### config.mk
export PLATFORM = sky130hd
export DESIGN_NAME = dpw_timer
export DESIGN_NICKNAME = d
export VERILOG_FILES = /design/src/rtl/dpw_pkg.sv /design/src/rtl/dpw_channel.sv /design/src/rtl/dpw_timer.sv
export SDC_FILE = /design/constraint.sdc
export NUM_CORES = 1
export LEC_CHECK = 0
export ABC_AREA = 1
export BUFFER_PORTS_ARGS = -buffer_cell sky130_fd_sc_hd__buf_2
export CAP_MARGIN = 15
export CORE_ASPECT_RATIO = 0.8
export CORE_MARGIN = 3
export CORE_UTILIZATION = 59
export CTS_BUF_LIST = sky130_fd_sc_hd__clkbuf_8 sky130_fd_sc_hd__clkbuf_16
export CTS_CLUSTER_DIAMETER = 120
export DETAILED_ROUTE_END_ITERATION = 6
export PLACE_DENSITY_LB_ADDON = 0.08
export SKIP_CTS_REPAIR_TIMING = 1
export SLEW_MARGIN = 20
export SYNTH_ARGS = -nofsm -noshare
export SYNTH_HDL_FRONTEND = slang
export SYNTH_HIERARCHICAL = 1
export SYNTH_SLANG_ARGS = --single-unit
### constraint.sdc
create_clock -name mclk -period 3.03 [get_ports mclk]
set_input_delay 0 -clock mclk [delete_from_list [all_inputs] [get_ports mclk]]
set_output_delay 0 -clock mclk [all_outputs]
set_load 0.03 [all_outputs]
### src/rtl/dpw_pkg.sv
/*
 * Package for the dithered eight-plus-eight PWM timer: register offsets,
 * field positions, reset values and mode encodings.
 * Assumes a byte-addressed register port with 32-bit words.
 */
`default_nettype none

package dpw_pkg;

    localparam int DPW_ADDR_W = 8;
    localparam int DPW_DATA_W = 32;

    // Register byte offsets
    localparam logic [7:0] DPW_OFF_CTRL = 8'h00;
    localparam logic [7:0] DPW_OFF_CLKSEL = 8'h04;
    localparam logic [7:0] DPW_OFF_PERIOD = 8'h08;
    localparam logic [7:0] DPW_OFF_DUTY = 8'h0C;
    localparam logic [7:0] DPW_OFF_STATUS = 8'h10;
    localparam logic [7:0] DPW_OFF_COUNT = 8'h14;

    // Control register fields
    localparam int DPW_CTRL_TRIG_LSB = 0;
    localparam int DPW_CTRL_MODE_LSB = 2;
    localparam int DPW_CTRL_CLEAR_BIT = 4;
    localparam int DPW_CTRL_EN_BIT = 5;
    localparam int DPW_CTRL_CH0_MODE_LSB = 16;
    localparam int DPW_CTRL_CH0_PHASE_BIT = 19;
    localparam int DPW_CTRL_CH1_MODE_LSB = 20;
    localparam int DPW_CTRL_CH1_PHASE_BIT = 23;

    // Clock select register fields
    localparam int DPW_CLK_DIV_LSB = 4;
    localparam int DPW_CLK_SRC_BIT = 7;

    // Status register fields
    localparam int DPW_STAT_OVF_BIT = 1;
    localparam int DPW_STAT_IE_BIT = 17;

    // Reset values
    localparam logic [15:0] DPW_PERIOD_RST = 16'hFFFF;
    localparam logic [15:0] DPW_DUTY_RST = 16'hFFFF;
    localparam logic [15:0] DPW_DITHER_RST = 16'hFFFF;

    // Pin sampling: fast clock, slow clock, three trigger sources
    localparam int DPW_NPINS = 5;
    localparam int DPW_PIN_HS = 0;
    localparam int DPW_PIN_LS = 1;
    localparam int DPW_PIN_CMP = 2;
    localparam int DPW_PIN_OP = 3;
    localparam int DPW_PIN_CPI = 4;

    typedef enum logic [1:0] {
        DPW_CNT_SAW = 2'b00,
        DPW_CNT_TRI = 2'b01,
        DPW_CNT_SPLIT = 2'b10,
        DPW_CNT_CHAINED = 2'b11
    } dpw_count_mode_type;

    typedef enum logic [2:0] {
        DPW_WAVE_A = 3'b000,
        DPW_WAVE_B = 3'b001,
        DPW_WAVE_C = 3'b010,
        DPW_WAVE_UPPER = 3'b011,
        DPW_WAVE_DITHER = 3'b100,
        DPW_WAVE_F = 3'b101,
        DPW_WAVE_G0 = 3'b110,
        DPW_WAVE_G1 = 3'b111
    } dpw_wave_mode_type;

    typedef enum logic [1:0] {
        DPW_TRIG_ALWAYS = 2'b00,
        DPW_TRIG_CMP = 2'b01,
        DPW_TRIG_OP = 2'b10,
        DPW_TRIG_CPI = 2'b11
    } dpw_trig_type;

endpackage

`default_nettype wire

### src/rtl/dpw_channel.sv
/*
 * One PWM output channel: dithered eight-plus-eight waveform and the
 * upper-byte eight-bit waveform, with phase selection.
 * Assumes counter values and the widen decision come from the same clock.
 */
`default_nettype none

module dpw_channel (
    input wire logic mclk,
    input wire logic nrst,
    input wire logic run,
    input wire logic [2:0] wave_mode,
    input wire logic phase,
    input wire logic [7:0] low_cnt,
    input wire logic [7:0] high_cnt,
    input wire logic [7:0] duty_lo,
    input wire logic [7:0] dither_lo,
    input wire logic widen,
    output logic pwm_out
);

    logic [8:0] cmp_eff;
    logic raw;
    logic out_q;

    // Widened period starts high one count later
    assign cmp_eff = {1'b0, duty_lo} + {8'h00, widen};

    always_comb
    begin
        case (wave_mode)
            dpw_pkg::DPW_WAVE_DITHER:
                // High from duty match up to the overflow
                raw = ({1'b0, low_cnt} >= cmp_eff);
            dpw_pkg::DPW_WAVE_UPPER:
                raw = (high_cnt >= dither_lo);
            default:
                raw = 1'b0;
        endcase
    end

    always_ff @(posedge mclk)
    begin
        if (!nrst)
            out_q <= 1'b0;
        else if (!run)
            out_q <= 1'b0;
        else
            out_q <= phase ? ~raw : raw;
    end

    assign pwm_out = out_q;

endmodule

`default_nettype wire

### src/rtl/dpw_timer.sv
/*
 * Eight-plus-eight timer with two PWM channels and a plain register port.
 * Assumes timer clock sources and trigger levels arrive as asynchronous
 * pins; everything else runs on mclk.
 */
// Design decisions made here: the register offsets and the plain strobed port.
// Behaviour
// - upper-byte mode period and duty from limits
// - low byte counts, overflow bumps upper byte
// - duty compare is width N, dither picks N+1
// - dither bits carry binary fractional weights
// - dither 01h alternates N then N+1
// - single bit 2^k: last of group widened; here index 2^k of each 2^(k+1) periods is widened
// - dither bits OR together, count equals value; here the widened count per 256 periods is the bit-reversed value
// - widened positions follow overflow index pattern
// - count mode 11 selects chained counter
// - wave mode 100 selects dithered output
// - trigger 00 counts continuously
// - clock source bit and divider field
// - count only while enable bit set
// - output rises at duty compare match
// - period match falls, restarts, marks overflow
// - overflow sets flag, enable raises request
// - phase zero gives described levels
// - phase bits 19 and 23 per channel
// - clear bit zeroes count, self-clears
`default_nettype none

module dpw_timer (
    input wire logic mclk,
    input wire logic nrst,
    input wire logic [7:0] reg_addr,
    input wire logic [31:0] reg_wdata,
    input wire logic reg_wr,
    input wire logic reg_rd,
    output logic [31:0] reg_rdata,
    input wire logic hs_clk_in,
    input wire logic ls_clk_in,
    input wire logic trig_cmp_in,
    input wire logic trig_op_in,
    input wire logic trig_cpi_in,
    output logic pwm0_out,
    output logic pwm1_out,
    output logic irq_req
);

    logic [1:0] trig_src_q;
    logic [1:0] cnt_mode_q;
    logic clear_q;
    logic enable_q;
    logic [2:0] ch0_mode_q;
    logic ch0_phase_q;
    logic [2:0] ch1_mode_q;
    logic ch1_phase_q;
    logic clk_src_q;
    logic [1:0] clk_div_q;
    logic [15:0] period_q;
    logic [15:0] duty_q;
    logic [15:0] dither_q;
    logic ovf_flag_q;
    logic irq_en_q;
    logic [31:0] rdata_q;
    logic [dpw_pkg::DPW_NPINS-1:0] pin_meta_q;
    logic [dpw_pkg::DPW_NPINS-1:0] pin_sync_q;
    logic [dpw_pkg::DPW_NPINS-1:0] pin_prev_q;
    logic [dpw_pkg::DPW_NPINS-1:0] pin_raw;
    logic [2:0] div_cnt_q;
    logic [2:0] div_max;
    logic src_rise;
    logic trig_ok;
    logic count_ok;
    logic tick;
    logic [7:0] low_q;
    logic [7:0] high_q;
    logic [7:0] ovf_idx_q;
    logic [7:0] ovf_idx_d;
    logic [7:0] idx_lsb;
    logic widen_q;
    logic ovf_evt;
    logic wr_ctrl;
    logic wr_clksel;
    logic wr_period;
    logic wr_duty;
    logic wr_status;

    assign wr_ctrl = reg_wr && (reg_addr == dpw_pkg::DPW_OFF_CTRL);
    assign wr_clksel = reg_wr && (reg_addr == dpw_pkg::DPW_OFF_CLKSEL);
    assign wr_period = reg_wr && (reg_addr == dpw_pkg::DPW_OFF_PERIOD);
    assign wr_duty = reg_wr && (reg_addr == dpw_pkg::DPW_OFF_DUTY);
    assign wr_status = reg_wr && (reg_addr == dpw_pkg::DPW_OFF_STATUS);

    always_ff @(posedge mclk)
    begin
        if (!nrst)
        begin
            trig_src_q <= dpw_pkg::DPW_TRIG_ALWAYS;
            cnt_mode_q <= dpw_pkg::DPW_CNT_SAW;
            enable_q <= 1'b0;
            ch0_mode_q <= dpw_pkg::DPW_WAVE_A;
            ch0_phase_q <= 1'b0;
            ch1_mode_q <= dpw_pkg::DPW_WAVE_A;
            ch1_phase_q <= 1'b0;
        end
        else if (wr_ctrl)
        begin
            trig_src_q <= reg_wdata[dpw_pkg::DPW_CTRL_TRIG_LSB +: 2];
            cnt_mode_q <= reg_wdata[dpw_pkg::DPW_CTRL_MODE_LSB +: 2];
            enable_q <= reg_wdata[dpw_pkg::DPW_CTRL_EN_BIT];
            ch0_mode_q <= reg_wdata[dpw_pkg::DPW_CTRL_CH0_MODE_LSB +: 3];
            ch0_phase_q <= reg_wdata[dpw_pkg::DPW_CTRL_CH0_PHASE_BIT];
            ch1_mode_q <= reg_wdata[dpw_pkg::DPW_CTRL_CH1_MODE_LSB +: 3];
            ch1_phase_q <= reg_wdata[dpw_pkg::DPW_CTRL_CH1_PHASE_BIT];
        end
    end

    // Clear request lives one cycle, the cycle in which the count is zeroed
    always_ff @(posedge mclk)
    begin
        if (!nrst)
            clear_q <= 1'b0;
        else
            clear_q <= wr_ctrl && reg_wdata[dpw_pkg::DPW_CTRL_CLEAR_BIT];
    end

    always_ff @(posedge mclk)
    begin
        if (!nrst)
        begin
            clk_src_q <= 1'b0;
            clk_div_q <= 2'h0;
        end
        else if (wr_clksel)
        begin
            clk_src_q <= reg_wdata[dpw_pkg::DPW_CLK_SRC_BIT];
            clk_div_q <= reg_wdata[dpw_pkg::DPW_CLK_DIV_LSB +: 2];
        end
    end

    always_ff @(posedge mclk)
    begin
        if (!nrst)
            period_q <= dpw_pkg::DPW_PERIOD_RST;
        else if (wr_period)
            period_q <= reg_wdata[15:0];
    end

    always_ff @(posedge mclk)
    begin
        if (!nrst)
        begin
            duty_q <= dpw_pkg::DPW_DUTY_RST;
            dither_q <= dpw_pkg::DPW_DITHER_RST;
        end
        else if (wr_duty)
        begin
            duty_q <= reg_wdata[15:0];
            dither_q <= reg_wdata[31:16];
        end
    end

    always_ff @(posedge mclk)
    begin
        if (!nrst)
            irq_en_q <= 1'b0;
        else if (wr_status)
            irq_en_q <= reg_wdata[dpw_pkg::DPW_STAT_IE_BIT];
    end

    // A new overflow beats a software clear in the same cycle
    always_ff @(posedge mclk)
    begin
        if (!nrst)
            ovf_flag_q <= 1'b0;
        else if (ovf_evt)
            ovf_flag_q <= 1'b1;
        else if (wr_status && reg_wdata[dpw_pkg::DPW_STAT_OVF_BIT])
            ovf_flag_q <= 1'b0;
    end

    always_ff @(posedge mclk)
    begin
        if (!nrst)
            irq_req <= 1'b0;
        else
            irq_req <= ovf_flag_q && irq_en_q;
    end

    // Pin synchronisers; first stage feeds only the second
    assign pin_raw = {trig_cpi_in, trig_op_in, trig_cmp_in, ls_clk_in, hs_clk_in};

    always_ff @(posedge mclk)
    begin
        if (!nrst)
        begin
            pin_meta_q <= '0;
            pin_sync_q <= '0;
            pin_prev_q <= '0;
        end
        else
        begin
            pin_meta_q <= pin_raw;
            pin_sync_q <= pin_meta_q;
            pin_prev_q <= pin_sync_q;
        end
    end

    // Source clocks must stay well below mclk/2 to be seen as edges
    always_comb
    begin
        if (clk_src_q)
            src_rise = pin_sync_q[dpw_pkg::DPW_PIN_LS] && !pin_prev_q[dpw_pkg::DPW_PIN_LS];
        else
            src_rise = pin_sync_q[dpw_pkg::DPW_PIN_HS] && !pin_prev_q[dpw_pkg::DPW_PIN_HS];
    end

    always_comb
    begin
        case (trig_src_q)
            dpw_pkg::DPW_TRIG_ALWAYS:
                trig_ok = 1'b1;
            dpw_pkg::DPW_TRIG_CMP:
                trig_ok = pin_sync_q[dpw_pkg::DPW_PIN_CMP];
            dpw_pkg::DPW_TRIG_OP:
                trig_ok = pin_sync_q[dpw_pkg::DPW_PIN_OP];
            dpw_pkg::DPW_TRIG_CPI:
                trig_ok = pin_sync_q[dpw_pkg::DPW_PIN_CPI];
            default:
                trig_ok = 1'b0;
        endcase
    end

    // Divide ratio 1, 2, 4 or 8 source edges per timer tick
    assign div_max = 3'((4'h1 << clk_div_q) - 4'h1);
    always_ff @(posedge mclk)
    begin
        if (!nrst)
            div_cnt_q <= 3'h0;
        else if (clear_q || !enable_q)
            div_cnt_q <= 3'h0;
        else if (src_rise)
        begin
            if (div_cnt_q >= div_max)
                div_cnt_q <= 3'h0;
            else
                div_cnt_q <= div_cnt_q + 3'h1;
        end
    end

    // Only the chained count mode is built here; other modes hold the count
    assign count_ok = enable_q && trig_ok && (cnt_mode_q == dpw_pkg::DPW_CNT_CHAINED);
    assign tick = count_ok && src_rise && (div_cnt_q >= div_max);
    assign ovf_evt = tick && (low_q == period_q[7:0]);

    always_ff @(posedge mclk)
    begin
        if (!nrst)
            low_q <= 8'h00;
        else if (clear_q)
            low_q <= 8'h00;
        else if (ovf_evt)
            low_q <= 8'h00;
        else if (tick)
            low_q <= low_q + 8'h01;
    end

    // Upper byte wraps at its own limit to set the upper-byte period
    always_ff @(posedge mclk)
    begin
        if (!nrst)
            high_q <= 8'h00;
        else if (clear_q)
            high_q <= 8'h00;
        else if (ovf_evt)
        begin
            if (high_q == period_q[15:8])
                high_q <= 8'h00;
            else
                high_q <= high_q + 8'h01;
        end
    end

    // Overflow index names the period that is about to start
    assign ovf_idx_d = ovf_idx_q + 8'h01;
    // Lowest set bit of the index; index zero widens nothing
    assign idx_lsb = ovf_idx_d & (~ovf_idx_d + 8'h01);
    always_ff @(posedge mclk)
    begin
        if (!nrst)
            ovf_idx_q <= 8'h00;
        else if (clear_q)
            ovf_idx_q <= 8'h00;
        else if (ovf_evt)
            ovf_idx_q <= ovf_idx_d;
    end

    // Each of the low eight dither bits owns the indices whose lowest set bit matches it
    always_ff @(posedge mclk)
    begin
        if (!nrst)
            widen_q <= 1'b0;
        else if (clear_q)
            widen_q <= 1'b0;
        else if (ovf_evt)
            widen_q <= |(dither_q[7:0] & idx_lsb);
    end

    dpw_channel u_chan0 (
        .mclk(mclk),
        .nrst(nrst),
        .run(enable_q),
        .wave_mode(ch0_mode_q),
        .phase(ch0_phase_q),
        .low_cnt(low_q),
        .high_cnt(high_q),
        .duty_lo(duty_q[7:0]),
        .dither_lo(dither_q[7:0]),
        .widen(widen_q),
        .pwm_out(pwm0_out)
    );

    dpw_channel u_chan1 (
        .mclk(mclk),
        .nrst(nrst),
        .run(enable_q),
        .wave_mode(ch1_mode_q),
        .phase(ch1_phase_q),
        .low_cnt(low_q),
        .high_cnt(high_q),
        .duty_lo(duty_q[7:0]),
        .dither_lo(dither_q[7:0]),
        .widen(widen_q),
        .pwm_out(pwm1_out)
    );

    // Read data valid only in the cycle after the strobe
    always_ff @(posedge mclk)
    begin
        if (!nrst)
            rdata_q <= 32'h0000_0000;
        else if (reg_rd)
        begin
            case (reg_addr)
                dpw_pkg::DPW_OFF_CTRL:
                    rdata_q <= {8'h00, ch1_phase_q, ch1_mode_q, ch0_phase_q, ch0_mode_q,
                                10'h000, enable_q, clear_q, cnt_mode_q, trig_src_q};
                dpw_pkg::DPW_OFF_CLKSEL:
                    rdata_q <= {24'h000000, clk_src_q, 1'b0, clk_div_q, 4'h0};
                dpw_pkg::DPW_OFF_PERIOD:
                    rdata_q <= {16'h0000, period_q};
                dpw_pkg::DPW_OFF_DUTY:
                    rdata_q <= {dither_q, duty_q};
                dpw_pkg::DPW_OFF_STATUS:
                    rdata_q <= {14'h0000, irq_en_q, 15'h0000, ovf_flag_q, 1'b0};
                dpw_pkg::DPW_OFF_COUNT:
                    rdata_q <= {16'h0000, high_q, low_q};
                default:
                    rdata_q <= 32'h0000_0000;
            endcase
        end
        else
            rdata_q <= 32'h0000_0000;
    end

    assign reg_rdata = rdata_q;

endmodule

`default_nettype wire

; ---- Yosys cells after proc, flatten, opt, wreduce, memory -nomap -nowiden
; Cells that the tools add are included.
; W data, S select, Z words.
[totals]
ff_bits = 142
input_bits = 49
word_cells = 98
[op_classes]
add_sub_neg = 7
magnitude_cmp = 3
n_eq_ne = 15
shift = 1
n_mux = 11
bitwise_logic = 6
n_reduce_logical = 28
[ops]
columns = cell, n
row1 = $pmux W32 S6, 1
row2 = $add A8 B1 Y8 const B, 4
row3 = $and A8 B8 Y8, 2
row4 = $eq A8 B4 Y1 const B, 2
row5 = $eq A8 B5 Y1 const B, 2
row6 = $eq A8 B8 Y1, 2
row7 = $logic_and A1 B1 Y1, 15
row8 = $add A8 B1 Y9, 1
row9 = $ge A8 B9 Y1, 1
row10 = $eq A8 B3 Y1 const B, 1
row11 = $ge A8 B8 Y1, 1
row12 = $logic_not A8 Y1, 1
row13 = $mux W8, 1
row14 = $not A8 Y8, 1
row15 = $reduce_or A8 Y1, 1
row16 = $eq A2 B2 Y1 const B, 3
row17 = $eq A3 B2 Y1 const B, 2
row18 = $eq A3 B3 Y1 const B, 2
row19 = $mux W1, 5
row20 = $pmux W1 S2, 2
row21 = $pmux W1 S4, 1
row22 = $reduce_and A2 Y1, 2
row23 = $reduce_or A2 Y1, 2
row24 = $add A3 B1 Y3 const B, 1
row25 = 11 further kinds, 15

; ---- Logic depth before layout (Yosys ltp)
[depth]
word_depth = 8
mapped_depth = 17

; ---- Cells and area by module
; Netlist, hierarchy kept.
[modules_own_cells]
columns = mod, n_inst, cells_per_inst, area_each_um2
row1 = dpw_timer, 1, 806, 6044.5
row2 = dpw_channel, 2, 103, 641.9

; ---- Least setup slack after synthesis
; No wires, ideal clock.
[synth_path]
path_type = flip-flop to flip-flop
startpoint = register duty_q[0]
endpoint = register u_chan0.out_q, in the netlist u_chan0/pwm_out
setup_ns = 0.115
t_arrival_ns = 2.071
required_time_ns = 2.915
path_slack_ns = 0.844
stages_incl_launch_ff = 16
path_buffers = 0
cell_sequence = dfxtp_1 ha_1 ha_1 nand3_1 nand3b_1 xor2_1 ha_1 nand2_1 nor3_2 nand2_1 nand2_1 nor2_1 nand2_2 nand2_2 a21oi_1 nor2_1
[synth_between]
elab_chain_cells = 5
[synth_rtl]
columns = item, line
row1 = start: declaration, dpw_timer.sv:58  ; logic [15:0] duty_q;
row2 = start signal: assignment, dpw_timer.sv:151  ; duty_q <= dpw_pkg::DPW_DUTY_RST;
row3 = start signal: assignment, dpw_timer.sv:156  ; duty_q <= reg_wdata[15:0];
row4 = $add A8 B1 Y9 *, dpw_channel.sv:27  ; assign cmp_eff = {1'b0, duty_lo} + {8'h00, widen};
row5 = $ge A8 B9 Y1 *, dpw_channel.sv:34  ; raw = ({1'b0, low_cnt} >= cmp_eff);
row6 = $pmux W1 S2 *, dpw_channel.sv:31  ; case (wave_mode)
row7 = $not A1 Y1, dpw_channel.sv:49  ; out_q <= phase ? ~raw : raw;
row8 = $mux W1 *, dpw_channel.sv:49
row9 = end signal: assignment, dpw_channel.sv:49
row10 = end: declaration, dpw_channel.sv:24  ; logic out_q;
; Mark *: on every way between the ends. The rest lies on a longest branch, timed or not.
; A chain may end at the register's enable or synchronous reset.

; ---- Final worst setup path
; Same ends and word-level chain as after synthesis.

==> run metrics <==
Placement Cell Area=7840 um2; antenna cells=0; Crit Path Class=flip-flop to flip-flop; syn avg cell area=7.24 um2; CTS tree=done; Slew headroom=0.525; port buffer count=83; failing checks=DRC; first-pass GRT wire length=30800 um; cells after synthesis=1012; synthesized netlist net count=1106; fin nets=1224; Core Util, Final=0.742; pre-CTS WS=636 ps; Worst-Margin Slew=711 ps; Final min period=2500 ps; max frequency=400 MHz; Wirelength per Cell=14.7 um; I/O Pins=84; First-pass DRT Iterations=7; Final Cell Area=8770 um2; nature of the critical path endpoint=flip-flop; Starting Density=0.620; Lkg Pwr=4.53 nW; status=finished with violations; vias in the first global route=6241; Pwr Density=460 nW/um2; clock insertion delay at the later pin of the skew report=420 ps; Post-synth EDFFs=0; CP max FO=4; Slew Viols, Final=0; Async SR Flop Fraction=0; vias per cell=5.27; Root Buffer=clkbuf_16; Hold Crit Class=input port to flip-flop; max-cap violation count=0; Setup TNS Final=0 ps; FF+latch count, synth=142; endpoints failing setup=0; core area=11800 um2; clock skew=8.21 ps; total gr overflow=0; critical path arrival=2810 ps; number of cells after detailed placement=1222; crit start category=flip-flop; post-detailed-route count of antenna-violating nets=0; DRC=6; filler cell count in the final layout=988; initial DRC count=580; antenna violations before repair=0; Max Root-Sink Buffers=2; post-synthesis sequential area ratio=0.388; crit share post-route=0.826; Distinct cells, synth=36; non-filler cells, final=1291; GPL Wtd Cong=0.899; Die Y-Extent=106 um; total vias in the final route=6810; most used flip-flop cell after synthesis=dfxtp_1; Sink Count=142; Required @ worst endpoint=3330 ps; die width=131 um; WL final=19000 um; share of cells above drive strength 1=0.143; Yosys warnings=6; WHS=46.3 ps; RSZ-0062 raised after global routing=no; Clk pin slew, worst setup/hold paths=70 ps; Placement Rows=35; Pwr Total=4.03 mW; Post-Syn Area=7330 um2; Final WS setup=528 ps; htree depth=4; CTS Buf Count=17; Fin. Hold Viols=0; DP HPWL=13100 um; Total GRT Usage=0.280; Die Area=13800 um2; largest net degree at the start of global routing=50; Layout area overhead=19.7%; Peak VDD IR=0.405 mV
synthesized netlist by cell type, types with 19 or more instances:
| cell type | instances | share of area |
|---|---|---|
| nor3_1 | 26 | 0.018 |
| nor2_1 | 82 | 0.042 |
| nand2_1 | 257 | 0.13 |
| ha_1 | 45 | 0.077 |
| o21ai_0 | 38 | 0.026 |
| nand3_1 | 53 | 0.036 |
| a21oi_1 | 54 | 0.037 |
| xor2_1 | 19 | 0.023 |
| inv_1 | 155 | 0.079 |
| o211ai_1 | 21 | 0.022 |
| dfxtp_1 | 142 | 0.39 |
per-layer routing:
metal	wire length [um]	track usage	up-vias
met5	0	0	-
met4	201	0.0602	0
met3	1480	0.0755	20
met2	8580	0.424	242
met1	8780	0.400	3068
li1	-	-	3480
registers in the layout, indices dropped and copies added, names as in the netlist, 3 cells and up:
| register | count |
|---|---|
| ch0_mode_q | 3 |
| ch1_mode_q | 3 |
| dither_q | 16 |
| div_cnt_q | 3 |
| duty_q | 16 |
| high_q | 8 |
| low_q | 8 |
| ovf_idx_q | 8 |
| period_q | 16 |
| pin_meta_q | 5 |
| pin_sync_q | 5 |
| reg_rdata | 32 |
kinds of logic after synthesis:
| family | share of synthesized area |
|---|---|
| DFF | 0.388 |
| adders and majority gates | 0.0768 |
| AOI/OAI and AO/OA | 0.114 |
| and+or+nand+nor | 0.276 |
| xor gates and xnor gates | 0.0394 |
| buffers and inverters | 0.105 |
where the power goes:
part           internal, mW  switching [mW]
Clock                  1.10           0.896
Combinational        0.0690          0.0866
Sequential             1.88         0.00403
Total                  3.05           0.987
critical path, stage by stage, from the launching register on:
cell and delay, ps:
dfxtp_1 400, ha_1 200, ha_1 200, nand3_1 140, nand3b_1 210, xor2_1 160
ha_1 310, nand2_1 80, nor3_2 170, nand2_1 60, nand2_1 60, nor2_1 50
nand2_2 60, nand2_2 50, a21oi_1 160, nor2_1 80
cells in the final DEF (no fill, tap or decap), drive strengths merged:
cell / instances
clkinv: 4
dfxtp: 142
nand4: 12
nand3b: 5
nand3: 56
a31o: 1
o221ai: 7
nor2: 88
a41oi: 3
or2: 1
inv: 171
xor2: 19
o2bb2ai: 1
nand2: 269
clkinvlp: 2
o21ai: 38
nor3b: 2
ha: 45
a21oi: 54
o21a: 2
nor3: 30
a211oi: 3
dlygate4sd3: 37
xnor2: 14
o211ai: 27
buf: 92
clkbuf: 18
cell type report:
cell class	instances	area (um2)	area share
clock buffer	18	439	0.0501
clock inverter	14	124	0.0141
inverter	163	612	0.0698
multi-input combinational	677	3710	0.423
sequential	142	2840	0.324
tap	148	185	0.0211
timing repair buffer	129	853	0.0973
worst paths after layout:
kind,endpoint,cells past startpoint,slack [ps],startpoint
hold reg to reg,pin_sync_q[2]$_SDFF_PN0_,2,410,pin_meta_q[2]$_SDFF_PN0_
setup / recovery,u_chan0/pwm_out$_SDFF_PN0_,15,530,duty_q[0]$_SDFFE_PN1P_
setup reg to reg,u_chan0/pwm_out$_SDFF_PN0_,15,530,duty_q[0]$_SDFFE_PN1P_
hold / removal,period_q[14]$_SDFFE_PN1P_,2,50,nrst
Note: power is estimated with default switching activity, not from simulation.
